==> src/rtl/scs_defines.vh <==
// Register offsets, field positions and reset values of the configuration bank
`ifndef SCS_DEFINES_VH
`define SCS_DEFINES_VH
`define SCS_OFF_STC 12'h000
`define SCS_OFF_VMS 12'h004
`define SCS_OFF_PC2 12'h008
`define SCS_OFF_STAT 12'h00c
`define SCS_RST_STC 8'h00
`define SCS_RST_VMS 8'h60
`define SCS_RST_PC2 8'h00
`define SCS_MASK_STC 8'h17
`define SCS_MASK_VMS 8'h60
`define SCS_MASK_PC2 8'h1a
`define SCS_BIT_ACCSW 4
`define SCS_BIT_BUSDRV 2
`define SCS_BIT_TCKHI 1
`define SCS_BIT_TCKLO 0
`define SCS_BIT_VEC 6
`define SCS_BIT_MAP 5
`define SCS_BIT_TXINV 4
`define SCS_BIT_RXINV 3
`define SCS_BIT_PSPEC 1
`define SCS_RESP_OKAY 2'b00
`define SCS_RESP_SLVERR 2'b10
`endif

==> src/rtl/scs_config_regs.v <==
// System configuration select register bank with AXI4-Lite slave
//
// Overview of operation
// - Bus-drive select 1 makes port A pins 7..4 open-drain bus drivers; 0 normal.
// - Bus-drive pins are buffers only; any two-wire protocol is software bit-banging.
// - Timer clock source bits 1..0 combine with each timer's clock select field.
// - Vector select bit 6, reset 1: extended vector table, 0 legacy table.
// - Map select bit 5, reset 1: extended register map, 0 legacy map.
// - Extended map reaches all peripheral registers without bank-switch bits.
// - Port control bit 4, reset 0, inverts serial channel 1 transmit output.
// - Port control bit 3, reset 0, inverts serial channel 1 receive signal.
// - Port control bit 1, reset 0, selects new port behaviour when 1.
// - With extended map selected, the bus-controller access switch has no effect.
`default_nettype none
`include "scs_defines.vh"
module scs_config_regs (
	input wire mclk,
	input wire sys_rst,
	// AXI4-Lite slave
	input wire [11:0] s_axi_awaddr,
	input wire s_axi_awvalid,
	output wire s_axi_awready,
	input wire [31:0] s_axi_wdata,
	input wire [3:0] s_axi_wstrb,
	input wire s_axi_wvalid,
	output wire s_axi_wready,
	output reg [1:0] s_axi_bresp,
	output reg s_axi_bvalid,
	input wire s_axi_bready,
	input wire [11:0] s_axi_araddr,
	input wire s_axi_arvalid,
	output wire s_axi_arready,
	output reg [31:0] s_axi_rdata,
	output reg [1:0] s_axi_rresp,
	output reg s_axi_rvalid,
	input wire s_axi_rready,
	// Port A pins 7..4
	input wire [3:0] portAIn,
	input wire [3:0] portAOut,
	input wire [3:0] portAOe,
	output wire [3:0] portAPinOut,
	output wire [3:0] portAPinOe,
	output wire [3:0] portAData,
	// Serial channel 1
	input wire serialTxIn,
	output reg serial1TransmitPin,
	input wire serial1ReceivePin,
	output wire serialRxOut,
	// Timer clocking
	input wire [2:0] timerZeroClockSelect,
	input wire [2:0] timerOneClockSelect,
	output wire [4:0] timerZeroClockMode,
	output wire [4:0] timerOneClockMode,
	// Map and vector selects
	output wire vectorTableSelect,
	output wire registerMapSelect,
	output wire busCtrlAccessEnable,
	input wire keyinWakeupMapSwitch,
	output wire keyinWakeupMapEnable,
	output wire portSpecSelect
);
	reg [7:0] serialTimerControl;
	reg [7:0] vectorAndMapSelect;
	reg [7:0] portControlTwo;
	reg [11:0] awAddr;
	reg awHeld;
	reg [31:0] wData;
	reg [3:0] wStrb;
	reg wHeld;
	wire [3:0] portASync;
	wire [3:0] rxSyncBus;
	wire doWrite;
	reg [31:0] readValue;
	reg readOk;

	// =====================================================
	// AXI4-Lite write channel
	assign s_axi_awready = !awHeld && !s_axi_bvalid;
	assign s_axi_wready = !wHeld && !s_axi_bvalid;
	assign doWrite = awHeld && wHeld && !s_axi_bvalid;

	always @(posedge mclk) begin
		if (sys_rst) begin
			awHeld <= 1'b0;
			wHeld <= 1'b0;
			awAddr <= 12'h000;
			wData <= 32'h00000000;
			wStrb <= 4'h0;
			s_axi_bvalid <= 1'b0;
			s_axi_bresp <= `SCS_RESP_OKAY;
		end else begin
			if (s_axi_awvalid && s_axi_awready) begin
				awHeld <= 1'b1;
				awAddr <= s_axi_awaddr;
			end
			if (s_axi_wvalid && s_axi_wready) begin
				wHeld <= 1'b1;
				wData <= s_axi_wdata;
				wStrb <= s_axi_wstrb;
			end
			if (doWrite) begin
				awHeld <= 1'b0;
				wHeld <= 1'b0;
				s_axi_bvalid <= 1'b1;
				if (awAddr[11:2] == `SCS_OFF_STC >> 2 || awAddr[11:2] == `SCS_OFF_VMS >> 2 ||
						awAddr[11:2] == `SCS_OFF_PC2 >> 2 || awAddr[11:2] == `SCS_OFF_STAT >> 2) begin
					s_axi_bresp <= `SCS_RESP_OKAY;
				end else begin
					s_axi_bresp <= `SCS_RESP_SLVERR;
				end
			end else if (s_axi_bvalid && s_axi_bready) begin
				s_axi_bvalid <= 1'b0;
			end
		end
	end

	// =====================================================
	// Configuration registers
	// Only defined bits are writable; reserved bits hold their reset value
	always @(posedge mclk) begin
		if (sys_rst) begin
			serialTimerControl <= `SCS_RST_STC;
			vectorAndMapSelect <= `SCS_RST_VMS;
			portControlTwo <= `SCS_RST_PC2;
		end else if (doWrite && wStrb[0]) begin
			if (awAddr[11:2] == `SCS_OFF_STC >> 2) begin
				serialTimerControl <= (wData[7:0] & `SCS_MASK_STC) | (`SCS_RST_STC & ~`SCS_MASK_STC);
			end else if (awAddr[11:2] == `SCS_OFF_VMS >> 2) begin
				vectorAndMapSelect <= (wData[7:0] & `SCS_MASK_VMS) | (`SCS_RST_VMS & ~`SCS_MASK_VMS);
			end else if (awAddr[11:2] == `SCS_OFF_PC2 >> 2) begin
				portControlTwo <= (wData[7:0] & `SCS_MASK_PC2) | (`SCS_RST_PC2 & ~`SCS_MASK_PC2);
			end
		end
	end

	// =====================================================
	// AXI4-Lite read channel
	assign s_axi_arready = !s_axi_rvalid;

	always @* begin
		readValue = 32'h00000000;
		readOk = 1'b1;
		if (s_axi_araddr[11:2] == `SCS_OFF_STC >> 2) begin
			readValue = {24'h000000, serialTimerControl};
		end else if (s_axi_araddr[11:2] == `SCS_OFF_VMS >> 2) begin
			readValue = {24'h000000, vectorAndMapSelect};
		end else if (s_axi_araddr[11:2] == `SCS_OFF_PC2 >> 2) begin
			readValue = {24'h000000, portControlTwo};
		end else if (s_axi_araddr[11:2] == `SCS_OFF_STAT >> 2) begin
			readValue = {20'h00000, rxSyncBus, portASync, serial1TransmitPin, serialRxOut, 2'b00};
		end else begin
			readOk = 1'b0;
		end
	end

	always @(posedge mclk) begin
		if (sys_rst) begin
			s_axi_rvalid <= 1'b0;
			s_axi_rdata <= 32'h00000000;
			s_axi_rresp <= `SCS_RESP_OKAY;
		end else if (s_axi_arvalid && s_axi_arready) begin
			s_axi_rvalid <= 1'b1;
			s_axi_rdata <= readValue;
			s_axi_rresp <= readOk ? `SCS_RESP_OKAY : `SCS_RESP_SLVERR;
		end else if (s_axi_rvalid && s_axi_rready) begin
			s_axi_rvalid <= 1'b0;
		end
	end

	// =====================================================
	// Pin synchronisers
	scs_pin_sync #(
		.WIDTH(5)
	) uPinSync (
		.mclk(mclk),
		.sys_rst(sys_rst),
		.pinIn({serial1ReceivePin, portAIn}),
		.pinSync({rxSyncBus[0], portASync})
	);
	assign rxSyncBus[3:1] = 3'b000;

	// =====================================================
	// Port A bus drive
	// Bus-drive mode drives low only; a high level is released to the pull-up
	// The pins stay plain buffers; any protocol is bit-banged by software
	assign portAPinOut = serialTimerControl[`SCS_BIT_BUSDRV] ? 4'h0 : portAOut;
	assign portAPinOe = serialTimerControl[`SCS_BIT_BUSDRV] ? (portAOe & ~portAOut) : portAOe;
	assign portAData = portASync;

	// =====================================================
	// Timer clock selection
	// Source bits lead the timer's own select field
	assign timerZeroClockMode = {serialTimerControl[`SCS_BIT_TCKHI], serialTimerControl[`SCS_BIT_TCKLO],
		timerZeroClockSelect};
	assign timerOneClockMode = {serialTimerControl[`SCS_BIT_TCKHI], serialTimerControl[`SCS_BIT_TCKLO],
		timerOneClockSelect};

	// =====================================================
	// Vector table and register map
	assign vectorTableSelect = vectorAndMapSelect[`SCS_BIT_VEC];
	assign registerMapSelect = vectorAndMapSelect[`SCS_BIT_MAP];
	// Extended map: both banks visible regardless of switch bits
	assign busCtrlAccessEnable = registerMapSelect | serialTimerControl[`SCS_BIT_ACCSW];
	assign keyinWakeupMapEnable = registerMapSelect | keyinWakeupMapSwitch;

	// =====================================================
	// Serial channel 1 inversion and port specification
	always @(posedge mclk) begin
		if (sys_rst) begin
			serial1TransmitPin <= 1'b1;
		end else begin
			serial1TransmitPin <= serialTxIn ^ portControlTwo[`SCS_BIT_TXINV];
		end
	end
	assign serialRxOut = rxSyncBus[0] ^ portControlTwo[`SCS_BIT_RXINV];
	assign portSpecSelect = portControlTwo[`SCS_BIT_PSPEC];
endmodule // scs_config_regs
`default_nettype wire

==> src/rtl/scs_pin_sync.v <==
// Three-stage input synchroniser with agreement of the last two stages
`default_nettype none
module scs_pin_sync #(
	parameter WIDTH = 1
) (
	input wire mclk,
	input wire sys_rst,
	input wire [WIDTH-1:0] pinIn,
	output reg [WIDTH-1:0] pinSync
);
	reg [WIDTH-1:0] stageA;
	reg [WIDTH-1:0] stageB;
	reg [WIDTH-1:0] stageC;
	genvar i;
	always @(posedge mclk) begin
		if (sys_rst) begin
			stageA <= {WIDTH{1'b0}};
			stageB <= {WIDTH{1'b0}};
			stageC <= {WIDTH{1'b0}};
		end else begin
			stageA <= pinIn;
			stageB <= stageA;
			stageC <= stageB;
		end
	end
	generate
		for (i = 0; i < WIDTH; i = i + 1) begin : gAgree
			always @(posedge mclk) begin
				if (sys_rst) begin
					pinSync[i] <= 1'b0;
				end else if (stageB[i] == stageC[i]) begin
					pinSync[i] <= stageC[i];
				end
			end
		end
	endgenerate
endmodule // scs_pin_sync
`default_nettype wire

==> config.mk <==
export PLATFORM = sky130hd
export DESIGN_NAME = scs_config_regs
export DESIGN_NICKNAME = d
export VERILOG_FILES = /design/src/rtl/scs_config_regs.v /design/src/rtl/scs_pin_sync.v
export VERILOG_INCLUDE_DIRS = /design/src /design/src/rtl
export SDC_FILE = /design/constraint.sdc
export NUM_CORES = 1
export LEC_CHECK = 0
export BUFFER_PORTS_ARGS = -buffer_cell sky130_fd_sc_hd__buf_2
export CAP_MARGIN = 25
export CORE_MARGIN = 4
export CORE_UTILIZATION = 35
export DETAILED_ROUTE_END_ITERATION = 7
export GPL_ROUTABILITY_DRIVEN = 0
export PLACE_DENSITY = 0.77
export SYNTH_ARGS = -nofsm -noshare
export SYNTH_HDL_FRONTEND = slang
export SYNTH_SLANG_ARGS = --single-unit
==> constraint.sdc <==
create_clock -name mclk -period 2.6 [get_ports mclk]
set_input_delay 0.65 -clock mclk [delete_from_list [all_inputs] [get_ports mclk]]
set_output_delay 0.65 -clock mclk [all_outputs]
set_load 0.03 [all_outputs]
# Yosys cells after proc, flatten, opt, wreduce, memory -nomap -nowiden
# Cells that the tools add are included.
[word_totals]
in_bits = 88
wordCells = 82
reg_bits = 90
[classes]
n_eq_ne = 11
reduce_logical = 25
bitwise = 8
muxes = 16
[op_table]
columns = ["cell", "n"]
rows = [
  ["$eq A10 B2 Y1 const B", 4],
  ["$mux W9", 4],
  ["$eq A10 B1 Y1 const B", 2],
  ["$logic_not A10 Y1", 2],
  ["$logic_and A1 B1 Y1", 10],
  ["$mux W1", 8],
  ["$mux W4", 2],
  ["$eq A1 B1 Y1", 5],
  ["$and A4 B4 Y4", 1],
  ["$logic_not A1 Y1", 4],
  ["$mux W2", 2],
  ["$not A4 Y4", 1],
  ["$reduce_and A4 Y1", 1],
  ["$reduce_bool A2 Y1", 2],
  ["$logic_or A1 B1 Y1", 3],
  ["$reduce_and A3 Y1", 1],
  ["$not A1 Y1", 2],
  ["$or A1 B1 Y1", 2],
  ["$reduce_and A2 Y1", 1],
  ["$reduce_or A2 Y1", 1],
  ["$xor A1 B1 Y1", 2],
]

# Logic depth before layout (Yosys ltp)
# Gate-level depths: netlist of the first run.
[logic_depth]
depth_word = 6
depth_mapped = 5

# Modules after synthesis
# From an unflattened synthesis of the first run, not the netlist that was laid out.
[hier_totals]
cells_unflattened = 291
area_unflattened_um2 = 2850.2
[modules_own_cells]
columns = ["mod", "area_each_um2", "seq_area_each_um2", "cells_per_inst", "n_inst"]
rows = [
  ["scs_config_regs", 2208.4, 860.8, 239, 1],
  ["scs_pin_sync", 641.9, 400.4, 52, 1],
]

# Least setup slack after synthesis of the first run
# No wires, ideal clock.
[synth_timing]
path_type = "input-to-output"
start = "input portAOe[0]"
end = "output portAPinOe[0]"
arrival_time_ns = 1.369
path_stages = 1
path_buffers = 0
slack_ns = 0.581
path_cell_list = "a21boi_0"
[synth_between]
elab_chain_len = 2
[synth_lines]
columns = ["element", "line_no", "source"]
rows = [
  ["from (decl)", "scs_config_regs.v:40", "input wire [3:0] portAOe,"],
  ["$and A4 B4 Y4", "scs_config_regs.v:187", "assign portAPinOe = serialTimerControl[`SCS_BIT_BUSDRV] ? (portAOe & ~portAOut) : portAOe;"],
  ["$mux W4 *", "scs_config_regs.v:187", ""],
  ["to (decl)", "scs_config_regs.v:42", "output wire [3:0] portAPinOe,"],
]
# Every way passes the cells marked *; elsewhere a longest branch is shown, timed or not.

# Final worst setup path of the first run
[layout_timing]
start = "register serialTimerControl[2]"
end = "output portAPinOe[2]"
[layout_between]
elab_chain_len = 1
[layout_lines]
columns = ["element", "line_no", "source"]
rows = [
  ["from (decl)", "scs_config_regs.v:62", "reg [7:0] serialTimerControl;"],
  ["from (signal assigned)", "scs_config_regs.v:122", "serialTimerControl <= `SCS_RST_STC;"],
  ["from (signal assigned)", "scs_config_regs.v:127", "serialTimerControl <= (wData[7:0] & `SCS_MASK_STC) | (`SCS_RST_STC & ~`SCS_MASK_STC);"],
  ["$mux W4", "scs_config_regs.v:187", ""],
]
# No other way between the ends.

==> results of run 1 <==
==> registers in the layout, summed over array words and instances, names as in the netlist <==
register            count
awAddr                 10
awHeld                  1
portControlTwo          3
s_axi_bresp             1
s_axi_bvalid            1
s_axi_rdata             9
s_axi_rresp             1
s_axi_rvalid            1
serial1TransmitPin      1
serialTimerControl      4
uPinSync.pinSync        5
uPinSync.stageA         5
uPinSync.stageB         5
uPinSync.stageC         5
vectorAndMapSelect      2
wData                   7
wHeld                   1
wStrb                   1
==> worst max-delay path, delay by kind of cell (launching register included) <==
family | cells | cell delay [ns]
buffers and inverters | 1 | 0.21
DFF | 1 | 0.52
AOI/OAI and AO/OA | 1 | 0.17
==> how the worst max path moves through the flow <==
stage | slack, ns | to | cells past startpoint | startpoint
after floorplan | 0.58 | portAPinOe[0] | 1 | portAOe[0]
after global placement | 0.77 | keyinWakeupMapEnable | 3 | keyinWakeupMapSwitch
after detailed placement | 0.74 | s_axi_rdata[0] | 4 | s_axi_araddr[6]
after CTS | 0.67 | portAPinOe[2] | 2 | serialTimerControl[2]
after global routing | 0.58 | portAPinOe[2] | 2 | serialTimerControl[2]
final | 0.72 | portAPinOe[2] | 2 | serialTimerControl[2]
==> report_power, final <==
group / switching (W) / internal (W) / total [W] / leakage [nW]
Combinational: 0.000176 / 0.000105 / 0.000281 / 0.938
Sequential: 0.0000264 / 0.00100 / 0.00103 / 0.515
Clock: 0.000375 / 0.000467 / 0.000842 / 0.0916
Total: 0.000577 / 0.00157 / 0.00215 / 1.54
==> cell families after synthesis <==
kind of cell    count (synthesis)  share of synthesized area
flops                          63                      0.446
other cells                     1                    0.00133
xor+xnor                        2                    0.00620
compound gates                 31                     0.0796
buf+inv                        54                      0.125
simple gates                  103                      0.228
mux                            32                      0.113
==> through the flow <==
stage / power [W] / instance area, um^2
after floorplan: 0.00130 / 2920
after global placement: 0.00133 / 3190
after detailed placement: 0.00133 / 3190
after CTS: 0.00218 / 3390
after global routing: 0.00224 / 3390
final: 0.00215 / 3390
==> cell type report <==
cell class	instances	area, um^2	area share
clock inverter	5	57.6	0.0170
clock buffer	11	141	0.0418
timing repair buffer	91	475	0.140
inverter	4	15.0	0.00443
tap	102	128	0.0377
multi-input combinational	193	1310	0.386
sequential	63	1260	0.373
==> cell usage in the layout (no fill, tap or decap), types with 4 or more instances in the layout <==
cell type,Yosys,routed
buf_2,4,88
o21ai_0,5,5
a21boi_0,4,4
nor2_1,29,29
mux2i_1,32,32
conb_1,1,25
a21oi_1,11,11
nor4_4,4,4
nand2b_1,17,17
dfxtp_1,63,63
nand2_1,9,9
nand3b_1,5,5
nor2b_1,20,20
clkbuf_8,0,10
inv_1,4,4
==> per-layer routing <==
metal / GRT usage / up-vias
li1: - / 1058
met5: 0 / -
met1: 0.139 / 934
met3: 0.0471 / 8
met4: 0.0575 / 0
met2: 0.205 / 99
==> metrics, run 1 <==
hold slack final=0.441 ns; Final nets=450; Pwr Density=635 nW/um^2; Setup WS pre-CTS=0.737 ns; hold path endpoint=uPinSync.stageB[1]; Wirelength per Cell=12.7 um; top area cells in the synthesized netlist=dfxtp_1, mux2i_1, buf_4; routed length on met3=585 um; antenna-violating nets left=0; status=finished clean; Via density=4.48; H-tree Lvls=3; CTS tree=yes; layout cells sized above 1=0.330; Max IR drop VDD=0.000361 V; Hold WC Path Type=reg -> reg; CTS buffer count=9; Netlist Area Pre-Place=2830 um^2; worst path required time=1.95 ns; Worst R2R Start=s_axi_rvalid; ys async rst share=0; Synth top cells by count=dfxtp_1, buf_4, mux2i_1, nor2_1, nor2b_1; # clock sinks=63; critical path class=reg -> out; Die Ht=97.9 um; leakage=1.54 nW; FF-to-FF End=s_axi_rdata[0]; clock buffer depth=2; grt ovf=0; Worst Hold Depth=1; WL met2=2.81 mm; Initial DRC Count=48; WP data arrival=1.23 ns; die area=9580 um^2; max-cap violation count=0; Post-CTS Setup Bufs=0; slowest CP cell=dfxtp_1; Clock Pin Slew Worst Setup and Hold Paths=0.07 ns; Die Wd=97.9 um; placed cells=453; Seq/Total Area, Yosys=0.446; Top FF cell, synth=dfxtp_1; final setup TNS=0 ns; CTS Root Cell=clkbuf_8; Slew Limit Fails=0; Final Non-Filler Cells=469; CP Launch Type=flip-flop; synth warn=0; worst-skew pair later-pin latency=0.34 ns; Initial Util=0.362; Core Area=7810 um^2; Tot GR Track Use=0.123; Synth Instances=286; final setup margin=0.723 ns; Fin. Hold Viols=0; Vias=2,099; RSZ-0062 raised after global routing=no; drt pass-1 iters=4; HP Start=uPinSync.stageA[1]; Resized Gates After CTS=0; # setup viols final=0; Crit. End Element=primary output; Fmax=533 MHz; Unique masters post-synth=38; most common cell in the netlist=dfxtp_1; first-pass GRT wire length=9.40 mm; CTS Hold Buffers Added=0; Yosys reg bits=63; R2R cell count=3; Max FO, Critical Path=10; number of global-route vias before repair=1,999; Antenna Cells=0; crit share post-route=0.722; reg2reg setup slack=1.23 ns; Synth area leader=dfxtp_1; antenna violations before repair=0; final wirelength=5.96 mm; largest net degree at the start of global routing=74; io pins=158; port buffer count=88; DPL Wire Length=4.49 mm; crit path time final=1.88 ns; clk_skew=0.00958 ns; DR DRC count=0; Top Metal Used=met4; Syn Area/Cell=9.89 um^2; metal1 wirelength=2.48 mm; critical path cell sequence=a21boi_0 > buf_2; row cnt=32; post-layout util=0.434; CP max stage delay=0.52 ns; number of fill cells=789; Post-synth EDFFs=0; Synth-to-Final Area Change=19.7%; Yosys top cell area share=0.446
No activity file was read; power rests on OpenSTA's default activity.
==> inputs of run 2 (changes only) <==
Settings changed: ABC_AREA set to 1.
Clock period 2.6 ns to 1.9 ns, I/O delays scaled along.
==> metrics, run 2 <==
crit share post-route=0.903; worst path required time=1.42 ns (-0.53 ns); Seq/Total Area, Yosys=0.445 (-0.00118); drt pass-1 iters=4 (unchanged); synth warn=0 (unchanged); Slew Limit Fails=0 (unchanged); Resized Gates After CTS=0 (unchanged); Tot GR Track Use=0.138 (+0.0146); CTS Root Cell=clkbuf_8; Wirelength per Cell=11.5 um (-9.9%); Worst Hold Depth=2 (+1); antenna-violating nets left=0 (unchanged); Crit. End Element=primary output; met1 Use GR=0.165 (+0.0252); Netlist Area Pre-Place=2840 um^2 (+0.27%); # clock sinks=63 (unchanged); leakage=1.69 nW (+9.7%); layout cells sized above 1=0.264 (-0.0653); crit path time final=1.72 ns; worst-skew pair later-pin latency=0.34 ns (about the same); HP Start=serialTxIn; clock buffer depth=2 (unchanged); power consumption=0.00317 W (+47%); most common cell in the netlist=nor2_1; WP data arrival=1.24 ns (about the same); Fmax=583 MHz; max-cap violation count=0 (unchanged); Antenna Cells=0 (unchanged); Synth top cells by count=nor2_1, dfxtp_1, inv_1, nand2_1, buf_4; Via density=4.40 (-1.7%); met3 usage=0.0400 (-0.00714); Most Crowded Layer GR=met2; flip-flop count of the largest register after layout=10 (unchanged); CTS buffer count=9 (unchanged); Die Wd=98.0 um (+0.12%); clk_skew=0.00695 ns (-0.00262 ns); FF-to-FF End=serialTimerControl[1]; CTS tree=yes; Clock Pin Slew Worst Setup and Hold Paths=0.07 ns (about the same); number of global-route vias before repair=2,356 (+18%); hold path endpoint=serial1TransmitPin; Synth Instances=384 (+34%); top flop regs=awAddr x10, s_axi_rdata x9, wData x7; Core Area=7810 um^2 (unchanged); largest reg by FF count=awAddr; Hold WC Path Type=in -> reg; Worst R2R Start=wHeld; final wirelength=6.54 mm (+9.7%); H-tree Lvls=3 (unchanged); Post-synth EDFFs=0 (unchanged); final setup TNS=0 ns (unchanged); DR DRC count=0 (unchanged); R2R cell count=9 (+6); CTS Hold Buffers Added=0 (unchanged); commonest non-fill, non-tap cell in the layout=buf_2; Yosys reg bits=63 (unchanged); Max IR drop VDD=0.000425 V (+18%); Pwr Density=922 nW/um^2 (+45%); antenna violations before repair=0 (unchanged); Yosys top cell area share=0.445 (-0.00118); Synth-to-Final Area Change=21.4%; Final nets=552 (+23%); most frequent cells in the layout=buf_2, nor2_1, dfxtp_1; GR Util met2=0.224 (+0.0194); Max FO, Critical Path=10 (unchanged); Syn Area/Cell=7.38 um^2 (-25%); largest net degree at the start of global routing=35 (-53%); die area=9600 um^2 (+0.25%); Vias=2,513 (+20%); status=finished clean; Top FF cell, synth=dfxtp_1; grt ovf=0 (unchanged); first-pass GRT wire length=10.6 mm (+13%); top area cells in the synthesized netlist=dfxtp_1, nor2_1, buf_4; Post-CTS Setup Bufs=0 (unchanged); ys async rst share=0 (unchanged); RSZ-0062 raised after global routing=no; Fin. Hold Viols=0 (unchanged); Synth area leader=dfxtp_1; port buffer count=88 (unchanged); number of fill cells=837 (+6.1%); # setup viols final=0 (unchanged); row cnt=32 (unchanged); CP Launch Type=flip-flop; Die Ht=98.0 um (+0.12%); DPL Wire Length=4.98 mm (+11%); Initial DRC Count=86 (+79%); io pins=158 (unchanged); Initial Util=0.363 (+0.000962); reg2reg setup slack=0.55 ns (-0.68 ns); Unique masters post-synth=31 (-18%); critical path class=reg -> out
[run 2: cell type report]
type,instances,area (um^2),area share
Sequential cell,63,1260,0.366
Clock buffer,13,159,0.0462
Timing Repair Buffer,92,483,0.140
Tap cell,102,128,0.0371
Clock inverter,3,65.1,0.0189
Inverter,46,173,0.0502
Multi-Input combinational cell,252,1170,0.341
[run 2: metal layers]
metal	part of all wire	wire, um	vias up
li1	-	-	1299
met1	0.41	2700	1100
met2	0.48	3140	94
met3	0.081	527	20
met4	0.027	174	0
met5	0	0	-
[run 2: how the worst max path moves through the flow]
stage | endpoint | cells past startpoint | start | slack [ns]
floorplan | portAPinOe[0] | 1 | portAOe[0] | 0.23
global placement | s_axi_rdata[8] | 8 | s_axi_araddr[5] | 0.38
detailed placement | s_axi_rdata[8] | 8 | s_axi_araddr[5] | 0.32
CTS | portAPinOe[0] | 2 | serialTimerControl[2] | 0.14
global route | portAPinOe[0] | 2 | serialTimerControl[2] | 0.08
finish | portAPinOe[0] | 2 | serialTimerControl[2] | 0.18
[run 2: stage by stage]
step / util / area (um^2) / std cells / hold WS (ns) / worst slack [ns]
2_1_floorplan: - / 2930 / 408 / 0.388 / 0.231
3_3_place_gp: 0.412 / 3220 / 555 / 0.390 / 0.380
3_5_place_dp: 0.412 / 3220 / 555 / 0.393 / 0.323
4_1_cts: 0.441 / 3440 / 571 / 0.309 / 0.143
5_1_grt: 0.441 / 3440 / 571 / 0.313 / 0.0844
6_report: 0.441 / 3440 / 571 / 0.323 / 0.184
[run 2: cell families (layout without fill, tap and decap cells)]
| family | Yosys count | in the layout | synth area share |
|---|---|---|---|
| AO/OA/AOI/OAI | 61 | 61 | 0.115 |
| XOR/XNOR | 1 | 1 | 0.00309 |
| buffers and inverters | 93 | 154 | 0.173 |
| flip-flops | 63 | 63 | 0.445 |
| other | 1 | 25 | 0.00132 |
| AND/OR/NAND/NOR | 165 | 165 | 0.263 |
[run 2: critical path: stages, from the launching register on]
cell and delay [ns]:
dfxtp_1 0.53, a21boi_0 0.17, buf_2 0.21
[run 2: power by group]
| part | total (W) | internal, W | switching (W) |
|---|---|---|---|
| clock | 0.00130 | 0.000810 | 0.000493 |
| combinational | 0.000444 | 0.000136 | 0.000308 |
| sequential | 0.00143 | 0.00139 | 0.0000367 |
